`src/design/pip_pkg.sv`:
```
// Shared constants and types for the product information record parser
package pip_pkg;

  // ---------------------------------------------------------------
  // Item codes
  // ---------------------------------------------------------------
  localparam logic [6:0] PIP_ITEM_NAME  = 7'h02;
  localparam logic [6:0] PIP_ITEM_RO    = 7'h10;
  localparam logic [6:0] PIP_ITEM_RW    = 7'h11;
  localparam logic [3:0] PIP_SMALL_END  = 4'hF;
  localparam logic [7:0] PIP_NAME_TAG   = 8'h82;

  // Tag byte field positions
  localparam int PIP_LARGE_BIT   = 7;
  localparam int PIP_SCODE_HI    = 6;
  localparam int PIP_SCODE_LO    = 3;
  localparam int PIP_SLEN_HI     = 2;

  // ---------------------------------------------------------------
  // Keywords (first character, second character)
  // ---------------------------------------------------------------
  localparam logic [15:0] PIP_KW_CHECKSUM = 16'h5256;
  localparam logic [15:0] PIP_KW_EXTCAP   = 16'h4350;
  localparam logic [7:0]  PIP_KW_VENDOR0  = 8'h56;
  localparam logic [7:0]  PIP_CHAR_ZERO   = 8'h30;
  localparam logic [7:0]  PIP_CHAR_NINE   = 8'h39;
  localparam logic [7:0]  PIP_CHAR_UA     = 8'h41;
  localparam logic [7:0]  PIP_CHAR_UZ     = 8'h5A;

  // Capability data layout
  localparam logic [7:0]  PIP_CAP_LEN     = 8'h04;
  localparam logic [7:0]  PIP_BAR_MAX     = 8'h05;
  localparam logic [1:0]  PIP_CAP_IDX_ID  = 2'h0;
  localparam logic [1:0]  PIP_CAP_IDX_BAR = 2'h1;
  localparam logic [1:0]  PIP_CAP_IDX_OLO = 2'h2;
  localparam logic [1:0]  PIP_CAP_IDX_OHI = 2'h3;

  // Datapath sizes and reset values
  localparam int          PIP_BYTE_W      = 9;
  localparam int          PIP_FIFO_DEPTH  = 8;
  localparam logic [7:0]  PIP_SUM_RST     = 8'h00;

  // ---------------------------------------------------------------
  // Types
  // ---------------------------------------------------------------
  typedef enum logic [1:0] {
    PIP_EV_NAME = 2'h0,
    PIP_EV_HDR  = 2'h1,
    PIP_EV_DATA = 2'h2
  } pip_ev_e;

  typedef enum logic [10:0] {
    PIP_ST_IDLE  = 11'h001,
    PIP_ST_TAG   = 11'h002,
    PIP_ST_LEN0  = 11'h004,
    PIP_ST_LEN1  = 11'h008,
    PIP_ST_NAME  = 11'h010,
    PIP_ST_KW0   = 11'h020,
    PIP_ST_KW1   = 11'h040,
    PIP_ST_KWLEN = 11'h080,
    PIP_ST_KWDAT = 11'h100,
    PIP_ST_SKIP  = 11'h200,
    PIP_ST_DONE  = 11'h400
  } pip_state_e;

endpackage

```
`src/design/pip_byte_if.sv`:
```
// Byte stream carrier with valid/ready between parser modules
`timescale 1ns/1ps
interface pip_byte_if;
  import pip_pkg::*;
  logic                  valid;
  logic                  ready;
  logic [PIP_BYTE_W-1:0] data;
  modport src (output valid, output data, input ready);
  modport snk (input valid, input data, output ready);
endinterface

```
`src/design/pip_fifo.sv`:
```
// Parameterised valid/ready FIFO for the record byte stream
`timescale 1ns/1ps
module pip_fifo
  import pip_pkg::*;
#(
  parameter int WIDTH = PIP_BYTE_W,
  parameter int DEPTH = PIP_FIFO_DEPTH
) (
  // Clock and reset
  input  wire logic clk,
  input  wire logic rst,
  // Streams
  pip_byte_if.snk   fill,
  pip_byte_if.src   drain
);

  localparam int AW = $clog2(DEPTH);

  logic [WIDTH-1:0] mem [DEPTH];
  logic [AW-1:0]    wrPtr_reg;
  logic [AW-1:0]    rdPtr_reg;
  logic [AW:0]      count_reg;
  logic [AW:0]      count_next;
  logic             ready_reg;
  logic             push;
  logic             pop;

  assign push        = fill.valid && ready_reg;
  assign pop         = drain.ready && (count_reg != '0);
  assign fill.ready  = ready_reg;
  assign drain.valid = (count_reg != '0);
  assign drain.data  = mem[rdPtr_reg];

  always_comb begin
    count_next = count_reg;
    if (push && !pop) begin
      count_next = count_reg + 1'b1;
    end else if (pop && !push) begin
      count_next = count_reg - 1'b1;
    end
  end

  always_ff @(posedge clk) begin
    if (push) begin
      mem[wrPtr_reg] <= fill.data;
    end
  end

  always_ff @(posedge clk or posedge rst) begin
    if (rst) begin
      wrPtr_reg <= '0;
      rdPtr_reg <= '0;
      count_reg <= '0;
      ready_reg <= 1'b1;
    end else begin
      if (push) begin
        wrPtr_reg <= (wrPtr_reg == AW'(DEPTH - 1)) ? '0 : wrPtr_reg + 1'b1;
      end
      if (pop) begin
        rdPtr_reg <= (rdPtr_reg == AW'(DEPTH - 1)) ? '0 : rdPtr_reg + 1'b1;
      end
      count_reg <= count_next;
      // Registered ready keeps the fill side free of drain-side paths
      ready_reg <= (count_next != (AW+1)'(DEPTH));
    end
  end

  full_refuse_a : assert property (@(posedge clk) disable iff (rst)
    (count_reg == (AW+1)'(DEPTH)) |-> !fill.ready)
    else $error("fifo accepts while full");

  count_track_a : assert property (@(posedge clk) disable iff (rst)
    (push && !pop) |=> (count_reg == $past(count_reg) + 1'b1))
    else $error("fifo count lost a push");

endmodule

```
`src/design/pip_product_info_parser.sv`:
```
// Walker and checker for the tagged product information record
`timescale 1ns/1ps
// Function
// Each keyword field has header: two keyword bytes then one length byte.
// First keyword character in first header byte, second in next.
// Keyword data is ASCII unless that keyword says otherwise.
// Card-name string item 02h must be first; carries name characters.
// Large item 10h is read-only list, 11h read/write list.
// Small item 0Fh ends the record; walking stops there.
// Undefined tags and keywords are reserved and left unrecognised.
// Vendor keyword: fixed first char, second 0..Z, alphanumeric data.
// Extended capability keyword has exactly four data bytes: id, bar index.
// Bar index above 5 is flagged invalid.
// Last two capability bytes are register offset, low byte first.
// Checksum passes when byte sum from 0 through checksum byte is zero.
// Bytes after checksum are padding; keyword end ends read-only region.
// Read/write region is never part of the checksum.
// Read-only list lacking the checksum keyword is malformed.
// Large item: bit 7 set, code bits 6:0, two length bytes LSB first.
// Small item: bit 7 clear, code bits 6:3, length bits 2:0.
// Read-only bytes are never written.
// Sticky flags: checksum mismatch, missing end item, field overrun.
// Bytes consumed strictly in ascending order, one per handshake.
module pip_product_info_parser
  import pip_pkg::*;
(
  // Clock and reset
  input  wire logic        clk,
  input  wire logic        rst,
  // Control
  input  wire logic        start,
  // Storage byte stream
  input  wire logic        inValid,
  input  wire logic [7:0]  inByte,
  input  wire logic        inLast,
  output logic             inReady,
  // Field event stream
  output logic             evValid,
  input  wire logic        evReady,
  output pip_ev_e          evKind,
  output logic [7:0]       evByte,
  output logic [15:0]      evKey,
  output logic [7:0]       evLen,
  output logic             evRw,
  output logic             evAscii,
  output logic             evVendor,
  output logic             evKnown,
  // Extended capability
  output logic             capValid,
  output logic [7:0]       capId,
  output logic [7:0]       capBar,
  output logic [15:0]      capOffset,
  output logic             capBad,
  // Status
  output logic             busy,
  output logic             done,
  output logic             chkOk,
  output logic             errChecksum,
  output logic             errNoEnd,
  output logic             errOverrun,
  output logic             errMalformed
);

  // ---------------------------------------------------------------
  // Input buffering
  // ---------------------------------------------------------------
  pip_byte_if fillIf ();
  pip_byte_if drainIf ();

  // Storage port is read-only; nothing here can write back
  assign fillIf.valid = inValid;
  assign fillIf.data  = {inLast, inByte};
  assign inReady      = fillIf.ready;

  pip_fifo #(
    .WIDTH (PIP_BYTE_W),
    .DEPTH (PIP_FIFO_DEPTH)
  ) byteFifo (
    .clk   (clk),
    .rst   (rst),
    .fill  (fillIf.snk),
    .drain (drainIf.src)
  );

  // ---------------------------------------------------------------
  // Declarations
  // ---------------------------------------------------------------
  pip_state_e  state_reg;
  pip_state_e  state_next;
  logic [7:0]  b;
  logic        bLast;
  logic        fire;
  logic        stall;
  logic [6:0]  code_reg;
  logic [7:0]  lenLo_reg;
  logic [15:0] listRem_reg;
  logic [15:0] listRem_next;
  logic [7:0]  fieldRem_reg;
  logic [7:0]  dataIdx_reg;
  logic [15:0] key_reg;
  logic [7:0]  kwLen_reg;
  logic        inRw_reg;
  logic        firstTag_reg;
  logic        seenChk_reg;
  logic        sumOn_reg;
  logic [7:0]  sum_reg;
  logic [7:0]  sumNext;
  logic        listEnds;
  logic        isChkKw;
  logic        isCapKw;
  logic        isChkByte;
  logic        roEndNoChk;
  logic        kwOverrun;

  // Keyword is known when defined (checksum or capability) or of vendor form
  function automatic logic kwKnown(input logic [15:0] k);
    logic vend;
    vend = (k[15:8] == PIP_KW_VENDOR0) &&
           (((k[7:0] >= PIP_CHAR_ZERO) && (k[7:0] <= PIP_CHAR_NINE)) ||
            ((k[7:0] >= PIP_CHAR_UA) && (k[7:0] <= PIP_CHAR_UZ)));
    return vend || (k == PIP_KW_CHECKSUM) || (k == PIP_KW_EXTCAP);
  endfunction

  assign b         = drainIf.data[7:0];
  assign bLast     = drainIf.data[8];
  assign stall     = evValid && !evReady;
  // One byte per handshake, in arrival order
  assign drainIf.ready = !(state_reg inside {PIP_ST_IDLE, PIP_ST_DONE}) && !stall;
  assign fire      = drainIf.valid && drainIf.ready;
  assign listEnds  = (listRem_reg == 16'h0001);
  assign listRem_next = listRem_reg - 16'h0001;
  assign isChkKw   = !inRw_reg && (key_reg == PIP_KW_CHECKSUM);
  assign isCapKw   = (key_reg == PIP_KW_EXTCAP);
  assign isChkByte = (state_reg == PIP_ST_KWDAT) && isChkKw && (dataIdx_reg == 8'h00) && !seenChk_reg;
  assign sumNext   = sum_reg + b;
  // Only the low byte can be exceeded by an 8-bit length
  assign kwOverrun = (state_reg == PIP_ST_KWLEN) && (listRem_next[15:8] == 8'h00) && (b > listRem_next[7:0]);
  assign roEndNoChk = fire && listEnds && !inRw_reg && !seenChk_reg && !isChkByte &&
                      (state_reg inside {PIP_ST_KW0, PIP_ST_KW1, PIP_ST_KWLEN, PIP_ST_KWDAT}) &&
                      (code_reg == PIP_ITEM_RO);

  // ---------------------------------------------------------------
  // Walk state
  // ---------------------------------------------------------------
  always_comb begin
    state_next = state_reg;
    unique case (state_reg)
      PIP_ST_IDLE: begin
        if (start) state_next = PIP_ST_TAG;
      end
      PIP_ST_TAG: begin
        if (fire) begin
          if (b[PIP_LARGE_BIT]) begin
            state_next = PIP_ST_LEN0;
          end else if (b[PIP_SCODE_HI:PIP_SCODE_LO] == PIP_SMALL_END) begin
            state_next = PIP_ST_DONE;
          end else if (b[PIP_SLEN_HI:0] != 3'h0) begin
            state_next = PIP_ST_SKIP;
          end
        end
      end
      PIP_ST_LEN0: begin
        if (fire) state_next = PIP_ST_LEN1;
      end
      PIP_ST_LEN1: begin
        if (fire) begin
          if ({b, lenLo_reg} == 16'h0000) begin
            state_next = PIP_ST_TAG;
          end else if (code_reg == PIP_ITEM_NAME) begin
            state_next = PIP_ST_NAME;
          end else if (code_reg == PIP_ITEM_RO || code_reg == PIP_ITEM_RW) begin
            state_next = PIP_ST_KW0;
          end else begin
            state_next = PIP_ST_SKIP;
          end
        end
      end
      PIP_ST_NAME, PIP_ST_SKIP: begin
        if (fire && listEnds) state_next = PIP_ST_TAG;
      end
      PIP_ST_KW0: begin
        if (fire) state_next = listEnds ? PIP_ST_TAG : PIP_ST_KW1;
      end
      PIP_ST_KW1: begin
        if (fire) state_next = listEnds ? PIP_ST_TAG : PIP_ST_KWLEN;
      end
      PIP_ST_KWLEN: begin
        if (fire) begin
          if (listEnds) state_next = PIP_ST_TAG;
          else if (kwOverrun) state_next = PIP_ST_SKIP;
          else if (b == 8'h00) state_next = PIP_ST_KW0;
          else state_next = PIP_ST_KWDAT;
        end
      end
      PIP_ST_KWDAT: begin
        if (fire && listEnds) state_next = PIP_ST_TAG;
        else if (fire && fieldRem_reg == 8'h01) state_next = PIP_ST_KW0;
      end
      PIP_ST_DONE: begin
        if (start) state_next = PIP_ST_TAG;
      end
    endcase
    // Store ran out before the end item
    if (fire && bLast && state_next != PIP_ST_DONE) state_next = PIP_ST_DONE;
  end

  always_ff @(posedge clk or posedge rst) begin
    if (rst) state_reg <= PIP_ST_IDLE;
    else     state_reg <= state_next;
  end

  // ---------------------------------------------------------------
  // Item and field counters
  // ---------------------------------------------------------------
  always_ff @(posedge clk or posedge rst) begin
    if (rst) begin
      code_reg     <= '0;
      lenLo_reg    <= '0;
      listRem_reg  <= '0;
      fieldRem_reg <= '0;
      dataIdx_reg  <= '0;
      key_reg      <= '0;
      kwLen_reg    <= '0;
      inRw_reg     <= 1'b0;
    end else if (start && state_reg inside {PIP_ST_IDLE, PIP_ST_DONE}) begin
      // Stale list flag would mark the next record as read/write
      inRw_reg     <= 1'b0;
    end else if (fire) begin
      unique case (state_reg)
        PIP_ST_TAG: begin
          code_reg    <= b[PIP_LARGE_BIT] ? b[6:0] : {3'h0, b[PIP_SCODE_HI:PIP_SCODE_LO]};
          listRem_reg <= {13'h0000, b[PIP_SLEN_HI:0]};
        end
        PIP_ST_LEN0: lenLo_reg <= b;
        PIP_ST_LEN1: begin
          listRem_reg <= {b, lenLo_reg};
          inRw_reg    <= (code_reg == PIP_ITEM_RW);
        end
        PIP_ST_KW0: begin
          key_reg[15:8] <= b;
          listRem_reg   <= listRem_next;
        end
        PIP_ST_KW1: begin
          key_reg[7:0]  <= b;
          listRem_reg   <= listRem_next;
        end
        PIP_ST_KWLEN: begin
          kwLen_reg    <= b;
          fieldRem_reg <= b;
          dataIdx_reg  <= 8'h00;
          listRem_reg  <= listRem_next;
        end
        PIP_ST_KWDAT: begin
          fieldRem_reg <= fieldRem_reg - 8'h01;
          dataIdx_reg  <= dataIdx_reg + 8'h01;
          listRem_reg  <= listRem_next;
        end
        default: listRem_reg <= listRem_next;
      endcase
    end
  end

  // ---------------------------------------------------------------
  // Checksum
  // ---------------------------------------------------------------
  always_ff @(posedge clk or posedge rst) begin
    if (rst) begin
      sum_reg     <= PIP_SUM_RST;
      sumOn_reg   <= 1'b0;
      seenChk_reg <= 1'b0;
    end else if (start && state_reg inside {PIP_ST_IDLE, PIP_ST_DONE}) begin
      sum_reg     <= PIP_SUM_RST;
      sumOn_reg   <= 1'b1;
      seenChk_reg <= 1'b0;
    end else if (fire && sumOn_reg) begin
      sum_reg <= sumNext;
      // Summing stops at the checksum byte, so padding and the
      // read/write list never reach it
      if (isChkByte) begin
        sumOn_reg   <= 1'b0;
        seenChk_reg <= 1'b1;
      end
      // No checksum seen yet: still never sum into the read/write list
      if (state_reg == PIP_ST_LEN1 && code_reg == PIP_ITEM_RW) sumOn_reg <= 1'b0;
    end
  end

  // ---------------------------------------------------------------
  // Status flags
  // ---------------------------------------------------------------
  always_ff @(posedge clk or posedge rst) begin
    if (rst) begin
      busy         <= 1'b0;
      done         <= 1'b0;
      chkOk        <= 1'b0;
      errChecksum  <= 1'b0;
      errNoEnd     <= 1'b0;
      errOverrun   <= 1'b0;
      errMalformed <= 1'b0;
      firstTag_reg <= 1'b0;
    end else begin
      busy <= !(state_next inside {PIP_ST_IDLE, PIP_ST_DONE});
      done <= (state_next == PIP_ST_DONE);
      if (start && state_reg inside {PIP_ST_IDLE, PIP_ST_DONE}) begin
        chkOk        <= 1'b0;
        errChecksum  <= 1'b0;
        errNoEnd     <= 1'b0;
        errOverrun   <= 1'b0;
        errMalformed <= 1'b0;
        firstTag_reg <= 1'b1;
      end else if (fire) begin
        if (state_reg == PIP_ST_TAG) firstTag_reg <= 1'b0;
        if (state_reg == PIP_ST_TAG && firstTag_reg && b != PIP_NAME_TAG) errMalformed <= 1'b1;
        if (roEndNoChk) errMalformed <= 1'b1;
        if (isChkByte && sumOn_reg) begin
          if (sumNext == 8'h00) chkOk <= 1'b1;
          else errChecksum <= 1'b1;
        end
        if (kwOverrun && !listEnds) errOverrun <= 1'b1;
        if ((state_reg inside {PIP_ST_KW0, PIP_ST_KW1}) && listEnds) errOverrun <= 1'b1;
        if (state_reg == PIP_ST_KWDAT && listEnds && fieldRem_reg != 8'h01) errOverrun <= 1'b1;
        if (bLast && state_next == PIP_ST_DONE && state_reg != PIP_ST_TAG) errNoEnd <= 1'b1;
        if (bLast && state_reg == PIP_ST_TAG && !(!b[PIP_LARGE_BIT] &&
            b[PIP_SCODE_HI:PIP_SCODE_LO] == PIP_SMALL_END)) errNoEnd <= 1'b1;
      end
    end
  end

  // ---------------------------------------------------------------
  // Field events
  // ---------------------------------------------------------------
  always_ff @(posedge clk or posedge rst) begin
    if (rst) begin
      evValid  <= 1'b0;
      evKind   <= PIP_EV_NAME;
      evByte   <= '0;
      evKey    <= '0;
      evLen    <= '0;
      evRw     <= 1'b0;
      evAscii  <= 1'b0;
      evVendor <= 1'b0;
      evKnown  <= 1'b0;
    end else begin
      if (evReady) evValid <= 1'b0;
      if (fire && (state_reg inside {PIP_ST_NAME, PIP_ST_KWLEN, PIP_ST_KWDAT})) begin
        evValid  <= !(state_reg == PIP_ST_KWLEN && kwOverrun);
        evByte   <= b;
        evKey    <= key_reg;
        evLen    <= (state_reg == PIP_ST_KWLEN) ? b : kwLen_reg;
        evRw     <= inRw_reg;
        evVendor <= (key_reg[15:8] == PIP_KW_VENDOR0) && kwKnown(key_reg);
        evKnown  <= kwKnown(key_reg);
        // Checksum and capability data are binary, the rest ASCII
        evAscii  <= (state_reg == PIP_ST_NAME) || !(isChkKw || isCapKw);
        unique case (state_reg)
          PIP_ST_NAME:  evKind <= PIP_EV_NAME;
          PIP_ST_KWLEN: evKind <= PIP_EV_HDR;
          default:      evKind <= PIP_EV_DATA;
        endcase
      end
    end
  end

  // ---------------------------------------------------------------
  // Extended capability capture
  // ---------------------------------------------------------------
  always_ff @(posedge clk or posedge rst) begin
    if (rst) begin
      capValid  <= 1'b0;
      capId     <= '0;
      capBar    <= '0;
      capOffset <= '0;
      capBad    <= 1'b0;
    end else if (fire && state_reg == PIP_ST_KWDAT && isCapKw) begin
      unique case (dataIdx_reg[1:0])
        PIP_CAP_IDX_ID:  capId <= b;
        PIP_CAP_IDX_BAR: capBar <= b;
        PIP_CAP_IDX_OLO: capOffset[7:0] <= b;
        PIP_CAP_IDX_OHI: capOffset[15:8] <= b;
      endcase
      if (fieldRem_reg == 8'h01) begin
        capValid <= 1'b1;
        // Wrong length or bar index out of range
        capBad   <= (kwLen_reg != PIP_CAP_LEN) ||
                    ((dataIdx_reg == 8'h01) ? (b > PIP_BAR_MAX) : (capBar > PIP_BAR_MAX));
      end
    end else if (start && state_reg inside {PIP_ST_IDLE, PIP_ST_DONE}) begin
      capValid <= 1'b0;
    end
  end

  // ---------------------------------------------------------------
  // Checks
  // ---------------------------------------------------------------
  end_stop_a : assert property (@(posedge clk) disable iff (rst)
    (fire && state_reg == PIP_ST_TAG && !b[7] && b[6:3] == PIP_SMALL_END) |=> done ##1 (done && !drainIf.ready))
    else $error("walk did not stop at end item");

  list_open_a : assert property (@(posedge clk) disable iff (rst)
    (fire && state_reg == PIP_ST_LEN1 && code_reg == PIP_ITEM_RW && {b, lenLo_reg} != 16'h0000 && !bLast)
    |=> (state_reg == PIP_ST_KW0) && inRw_reg)
    else $error("read/write list not opened");

  sum_check_a : assert property (@(posedge clk) disable iff (rst)
    (fire && isChkByte && sumOn_reg) |=> (chkOk == ($past(sumNext) == 8'h00)) && (errChecksum == !chkOk))
    else $error("checksum verdict wrong");

  rw_nosum_a : assert property (@(posedge clk) disable iff (rst)
    (state_reg != PIP_ST_IDLE && inRw_reg) |-> !sumOn_reg)
    else $error("read/write bytes summed");

  bar_range_a : assert property (@(posedge clk) disable iff (rst)
    $rose(capValid) && kwLen_reg == PIP_CAP_LEN |-> (capBad == (capBar > PIP_BAR_MAX)))
    else $error("bar index check wrong");

  key_order_a : assert property (@(posedge clk) disable iff (rst)
    (fire && state_reg == PIP_ST_KW0 && !listEnds) ##1 (fire && state_reg == PIP_ST_KW1)
    |=> key_reg == {$past(b, 2), $past(b)})
    else $error("keyword characters swapped");

  missing_chk_a : assert property (@(posedge clk) disable iff (rst)
    roEndNoChk |=> errMalformed)
    else $error("missing checksum not reported");

  overrun_flag_a : assert property (@(posedge clk) disable iff (rst)
    (fire && kwOverrun && !listEnds) |=> errOverrun ##1 (state_reg inside {PIP_ST_SKIP, PIP_ST_TAG, PIP_ST_DONE}))
    else $error("overrun not flagged");

  stall_hold_a : assert property (@(posedge clk) disable iff (rst)
    (evValid && !evReady) |-> !drainIf.ready)
    else $error("byte taken while event pending");

endmodule

```
`config.mk`:
```
export PLATFORM = sky130hd
export DESIGN_NAME = pip_product_info_parser
export DESIGN_NICKNAME = d
export VERILOG_FILES = /design/src/design/pip_pkg.sv /design/src/design/pip_byte_if.sv /design/src/design/pip_fifo.sv /design/src/design/pip_product_info_parser.sv
export SDC_FILE = /design/constraint.sdc
export NUM_CORES = 1
export LEC_CHECK = 0
export BUFFER_PORTS_ARGS = -buffer_cell sky130_fd_sc_hd__buf_2
export CAP_MARGIN = 40
export CORE_UTILIZATION = 43
export CTS_BUF_LIST = sky130_fd_sc_hd__clkbuf_8
export CTS_CLUSTER_DIAMETER = 30
export CTS_CLUSTER_SIZE = 10
export DETAILED_ROUTE_END_ITERATION = 16
export GPL_TIMING_DRIVEN = 0
export PLACE_DENSITY = 0.61
export SLEW_MARGIN = 20
export SYNTH_ARGS = -nofsm -noshare
export SYNTH_HDL_FRONTEND = slang
export SYNTH_SLANG_ARGS = --single-unit
```
`constraint.sdc`:
```
create_clock -name clk -period 16.2 [get_ports clk]
set_clock_uncertainty 0.05 [all_clocks]
set_input_delay 3.24 -clock clk [delete_from_list [all_inputs] [get_ports clk]]
set_output_delay 3.24 -clock clk [all_outputs]
set_load 0.1 [all_outputs]
```
==> summary.md <==
| Metric | Value |
|---|---|
| Status | completed |
| Total die area | 29100 µm² |
| H-tree depth | 2 |
| Rows | 61 |
| Number of remaining DRC errors | 0 |
| Hold Buf Count CTS | 0 |
| Root Buffer | clkbuf_8 |
| Aggregate routed wire length | ~34000 µm |
| Boundary pin count | 95 |
| Async SR Flop Fraction | between 70 and 80% |
| Compound-cell area share of the yosys netlist | 13.1% |
| Most flops, register | byteFifo.mem |
| Critical path's top delay family | buffers and inverters |
| Synth Instances | 1202 |
| Hold Path Class | reg -> reg |
| Clock Sinks | around 260 |
| Psw | 1.21 mW |
| WL met1 | 14700 µm |
| Worst setup path class | in -> reg |
| Fmax | 171 MHz |
| Max reg flops | 72 |
| Buf+Inv Stages, Crit Path | 5 |
| Logic gate share of total power | 42.3% |
| CP Capture Type | flop |
| PortBufs | between 90 and 100 |
| WHS Path Cells | 2 |
| Post-cts sizing count | 0 |
| Vias/cell | 5.53 |
| Mean post-synth cell area | around 10 µm² |
| Final Net Count | approximately 1.4k |
| Int Power | 1.65 mW |
| Sw frac | 42.3% |
| Antenna violations before repair | 0 |
| Total GRT Usage | 24.2% |
| Clk pwr share | 28.1% |
| First-pass GRT wire length | 53900 µm |
| Seq/Total Area, Yosys | 55.5% |
| Max-cap viol count | 0 |
| R2R depth | 14 |
| Minimum clock period | 5830 ps |
| Setup total negative slack | 0 ps |
| Period utilization | 36.0% |
| GR Overflow Total | 0 |
| Crit path cell chain | buf_2 > nor2b_1 > a21oi_1 > and2_4 > buf_6 > clkbuf_1 > clkbuf_1 > nand4b_1 > buf_2 > nand2_1 > o21ai_0 |
| Number of setup buffers added after CTS | 0 |
| Max-slew violations | 0 |
| Mapped Area | about 12000 µm² |
| Req. time, crit path | roughly 17000 ps |
| Slowest Stage Delay on Critical Path | about 500 ps |
| Peak supply drop | 0.117 mV |
| Core ar. | ~28000 µm² |
| CP max FO | 10 |
| RR Startpoint | byteFifo.rdPtr_reg[2] |
| Mux cell area share after synthesis | between 4 and 5% |
| Hold Worst Slack | between 400 and 500 ps |
| Post-Synth XOR/XNOR Area | 2.15% |
| Slowest cell on crit path | a21oi_1 |
| Placer congestion estimate | 0.925 |
| First-pass DRT Iterations | 7 |
| R2r setup slk | between 10000 and 15000 ps |
| Pin count of the biggest net entering global routing | about 100 |
| WL met3 | 1940 µm |
| WL/cell | approximately 19 µm |
| Vias in the first global route | 9660 |
| Share of cells above drive strength 1 | 18.3% |
| Worst r2r dst | busy |
| Arrival @ worst endpoint | 6210 ps |
| Leakage | 6.40 nW |
| Ys flop type | dfrtp_1 |
| Power Total | 2.87 mW |
| Seq pwr share | about 30% |
| RSZ-0062 raised after global routing | false |
| Iteration-0 DRC Markers | 703 |
| EDFF count, synth | about 70 |
| TritonCTS Buffers | 53 |
| Yosys cell types | between 60 and 70 |
| Vias | ~9.9k |
| Startpoint Class | primary input |
| Max Root-Sink Buffers | 3 |
| Top Layer Used | met4 |
| Synthesis-to-layout area growth | 19.9% |
| Hold EP | evKey[4] |
| Largest family of logic cells by synthesized area | simple AND/OR/NAND/NOR gates |
| Flops & latches, synth | 257 |
| ANT cells | 0 |
| Power per cell area | 195 nW/µm² |
| Die height | around 170 µm |
| Hold Startpoint | evKey[4] |
| Final setup vio count | 0 |
| Die W | 171 µm |
| Antenna viol nets, final | 0 |
| Synth warn | 0 |
| Clock-pin transition on the worst setup and hold timing paths | around 50 ps |
| Synth Area in Simple Gates | between 15 and 20% |
| DP Wirelength | 24600 µm |
| CTS tree | yes |
| Metal2 WL | 16500 µm |
| Initial core utilization | 43.9% |
| Syn nets | 1246 |
| Worst-Skew Late Latency | 600 ps |
| Post-layout util | 52.7% |
| Worst-Margin Slew | around 840 ps |
| Final Hold Fails | 0 |
| Post-synthesis adder-cell area fraction | 3.29% |
| Slew margin rel. | 43.3% |
## final cells by class
| type | count | area, µm² |
|---|---|---|
| fill | 2558 | 13200 |
| sequential | 257 | 6790 |
| multi-input combinational | 845 | 5090 |
| clock buffer | 59 | 812 |
| timing repair buffer | 111 | 608 |
| clock inverter | 40 | 485 |
| tap | 378 | 473 |
| buffer | 70 | 293 |
| inverter | 30 | 120 |
## cells in the final DEF, fill, tap and decap left out, drive strengths merged, types with 4 or more instances in the layout
cell type / n
nor2b: 11
a22o: 5
mux4: 18
edfxtp: 72
bufinv: 9
nor4: 26
clkbuf: 113
ha: 29
nor3b: 7
nand2: 174
xor2: 13
inv: 37
xnor2: 17
a31oi: 4
nand3: 35
or2: 4
a211oi: 7
o21a: 6
a21oi: 104
a21o: 8
o211ai: 9
o21ai: 115
and3: 5
or4: 9
nand4: 20
dfrtp: 183
mux2i: 9
clkinvlp: 8
nand2b: 7
and2: 5
nor4b: 6
nor2: 115
nor3: 29
buf: 127
and4: 5
clkinv: 16
## worst max-delay path by stage
stage	start	to	slack, ps	cells past startpoint
detailed placement	evReady	code_reg[6]	9850	11
CTS	evReady	code_reg[0]	10420	11
finish	evReady	code_reg[0]	10370	11
floorplan	rst	busy	7880	1
global placement	rst	byteFifo.wrPtr_reg[1]	5610	2
global route	evReady	code_reg[0]	10230	11
## worst reg2reg max path, cell delays in order, from the launching register on
cell,delay (ps)
dfrtp_1,360
clkbuf_1,410
buf_2,360
mux4_2,360
mux2i_1,620
inv_1,420
ha_1,430
a21oi_1,140
a21oi_1,80
a211oi_1,290
nor3_1,180
buf_2,200
a311o_1,400
nor4_2,380
a41oi_1,160
## power groups by stage
| stage | Sequential (mW) | Combinational, mW | Clock, mW |
|---|---|---|---|
| finish | 0.847 | 1.21 | 0.806 |
| CTS | 0.845 | 1.20 | 0.822 |
| global placement | 0.852 | 1.16 | 0 |
| global route | 0.857 | 1.33 | 0.854 |
| detailed placement | 0.855 | 1.20 | 0 |
| floorplan | 0.886 | 0.780 | 0 |
## per-stage QoR
stage	setup WS, ps	cells	area [µm²]
2_1_floorplan	7880	1202	12200
3_3_place_gp	5610	1674	13200
3_5_place_dp	9850	1690	13400
4_1_cts	10420	1789	14700
5_1_grt	10230	1790	14700
6_report	10370	1790	14700
## Yosys cell counts, types with 20 or more instances
cell type / count / area (µm²)
ha_1: 29 / 363
nand2_1: 174 / 653
edfxtp_1: 72 / 2160
nand3_1: 35 / 175
clkbuf_1: 54 / 203
dfrtp_1: 183 / 4580
a21oi_1: 104 / 521
nor2_1: 115 / 432
nor4_1: 23 / 144
nor3_1: 29 / 145
nand4_1: 20 / 125
inv_1: 28 / 105
o21ai_0: 102 / 510
## metal layers
| layer | GRT usage, % | vias to the layer above |
|---|---|---|
| li1 | - | 4668 |
| met2 | 40.1 | 334 |
| met4 | 10.2 | 0 |
| met1 | 31.0 | 4817 |
| met3 | 4.63 | 81 |
| met5 | 0 | - |
## kinds of logic after synthesis
family	count (synthesis)
AOI/OAI and AO/OA	283
xor gates and xnor gates	30
adders and majority gates	32
buffers and inverters	100
DFF	257
muxes	30
and+or+nand+nor	470
No activity file was read; power rests on OpenSTA's default activity.
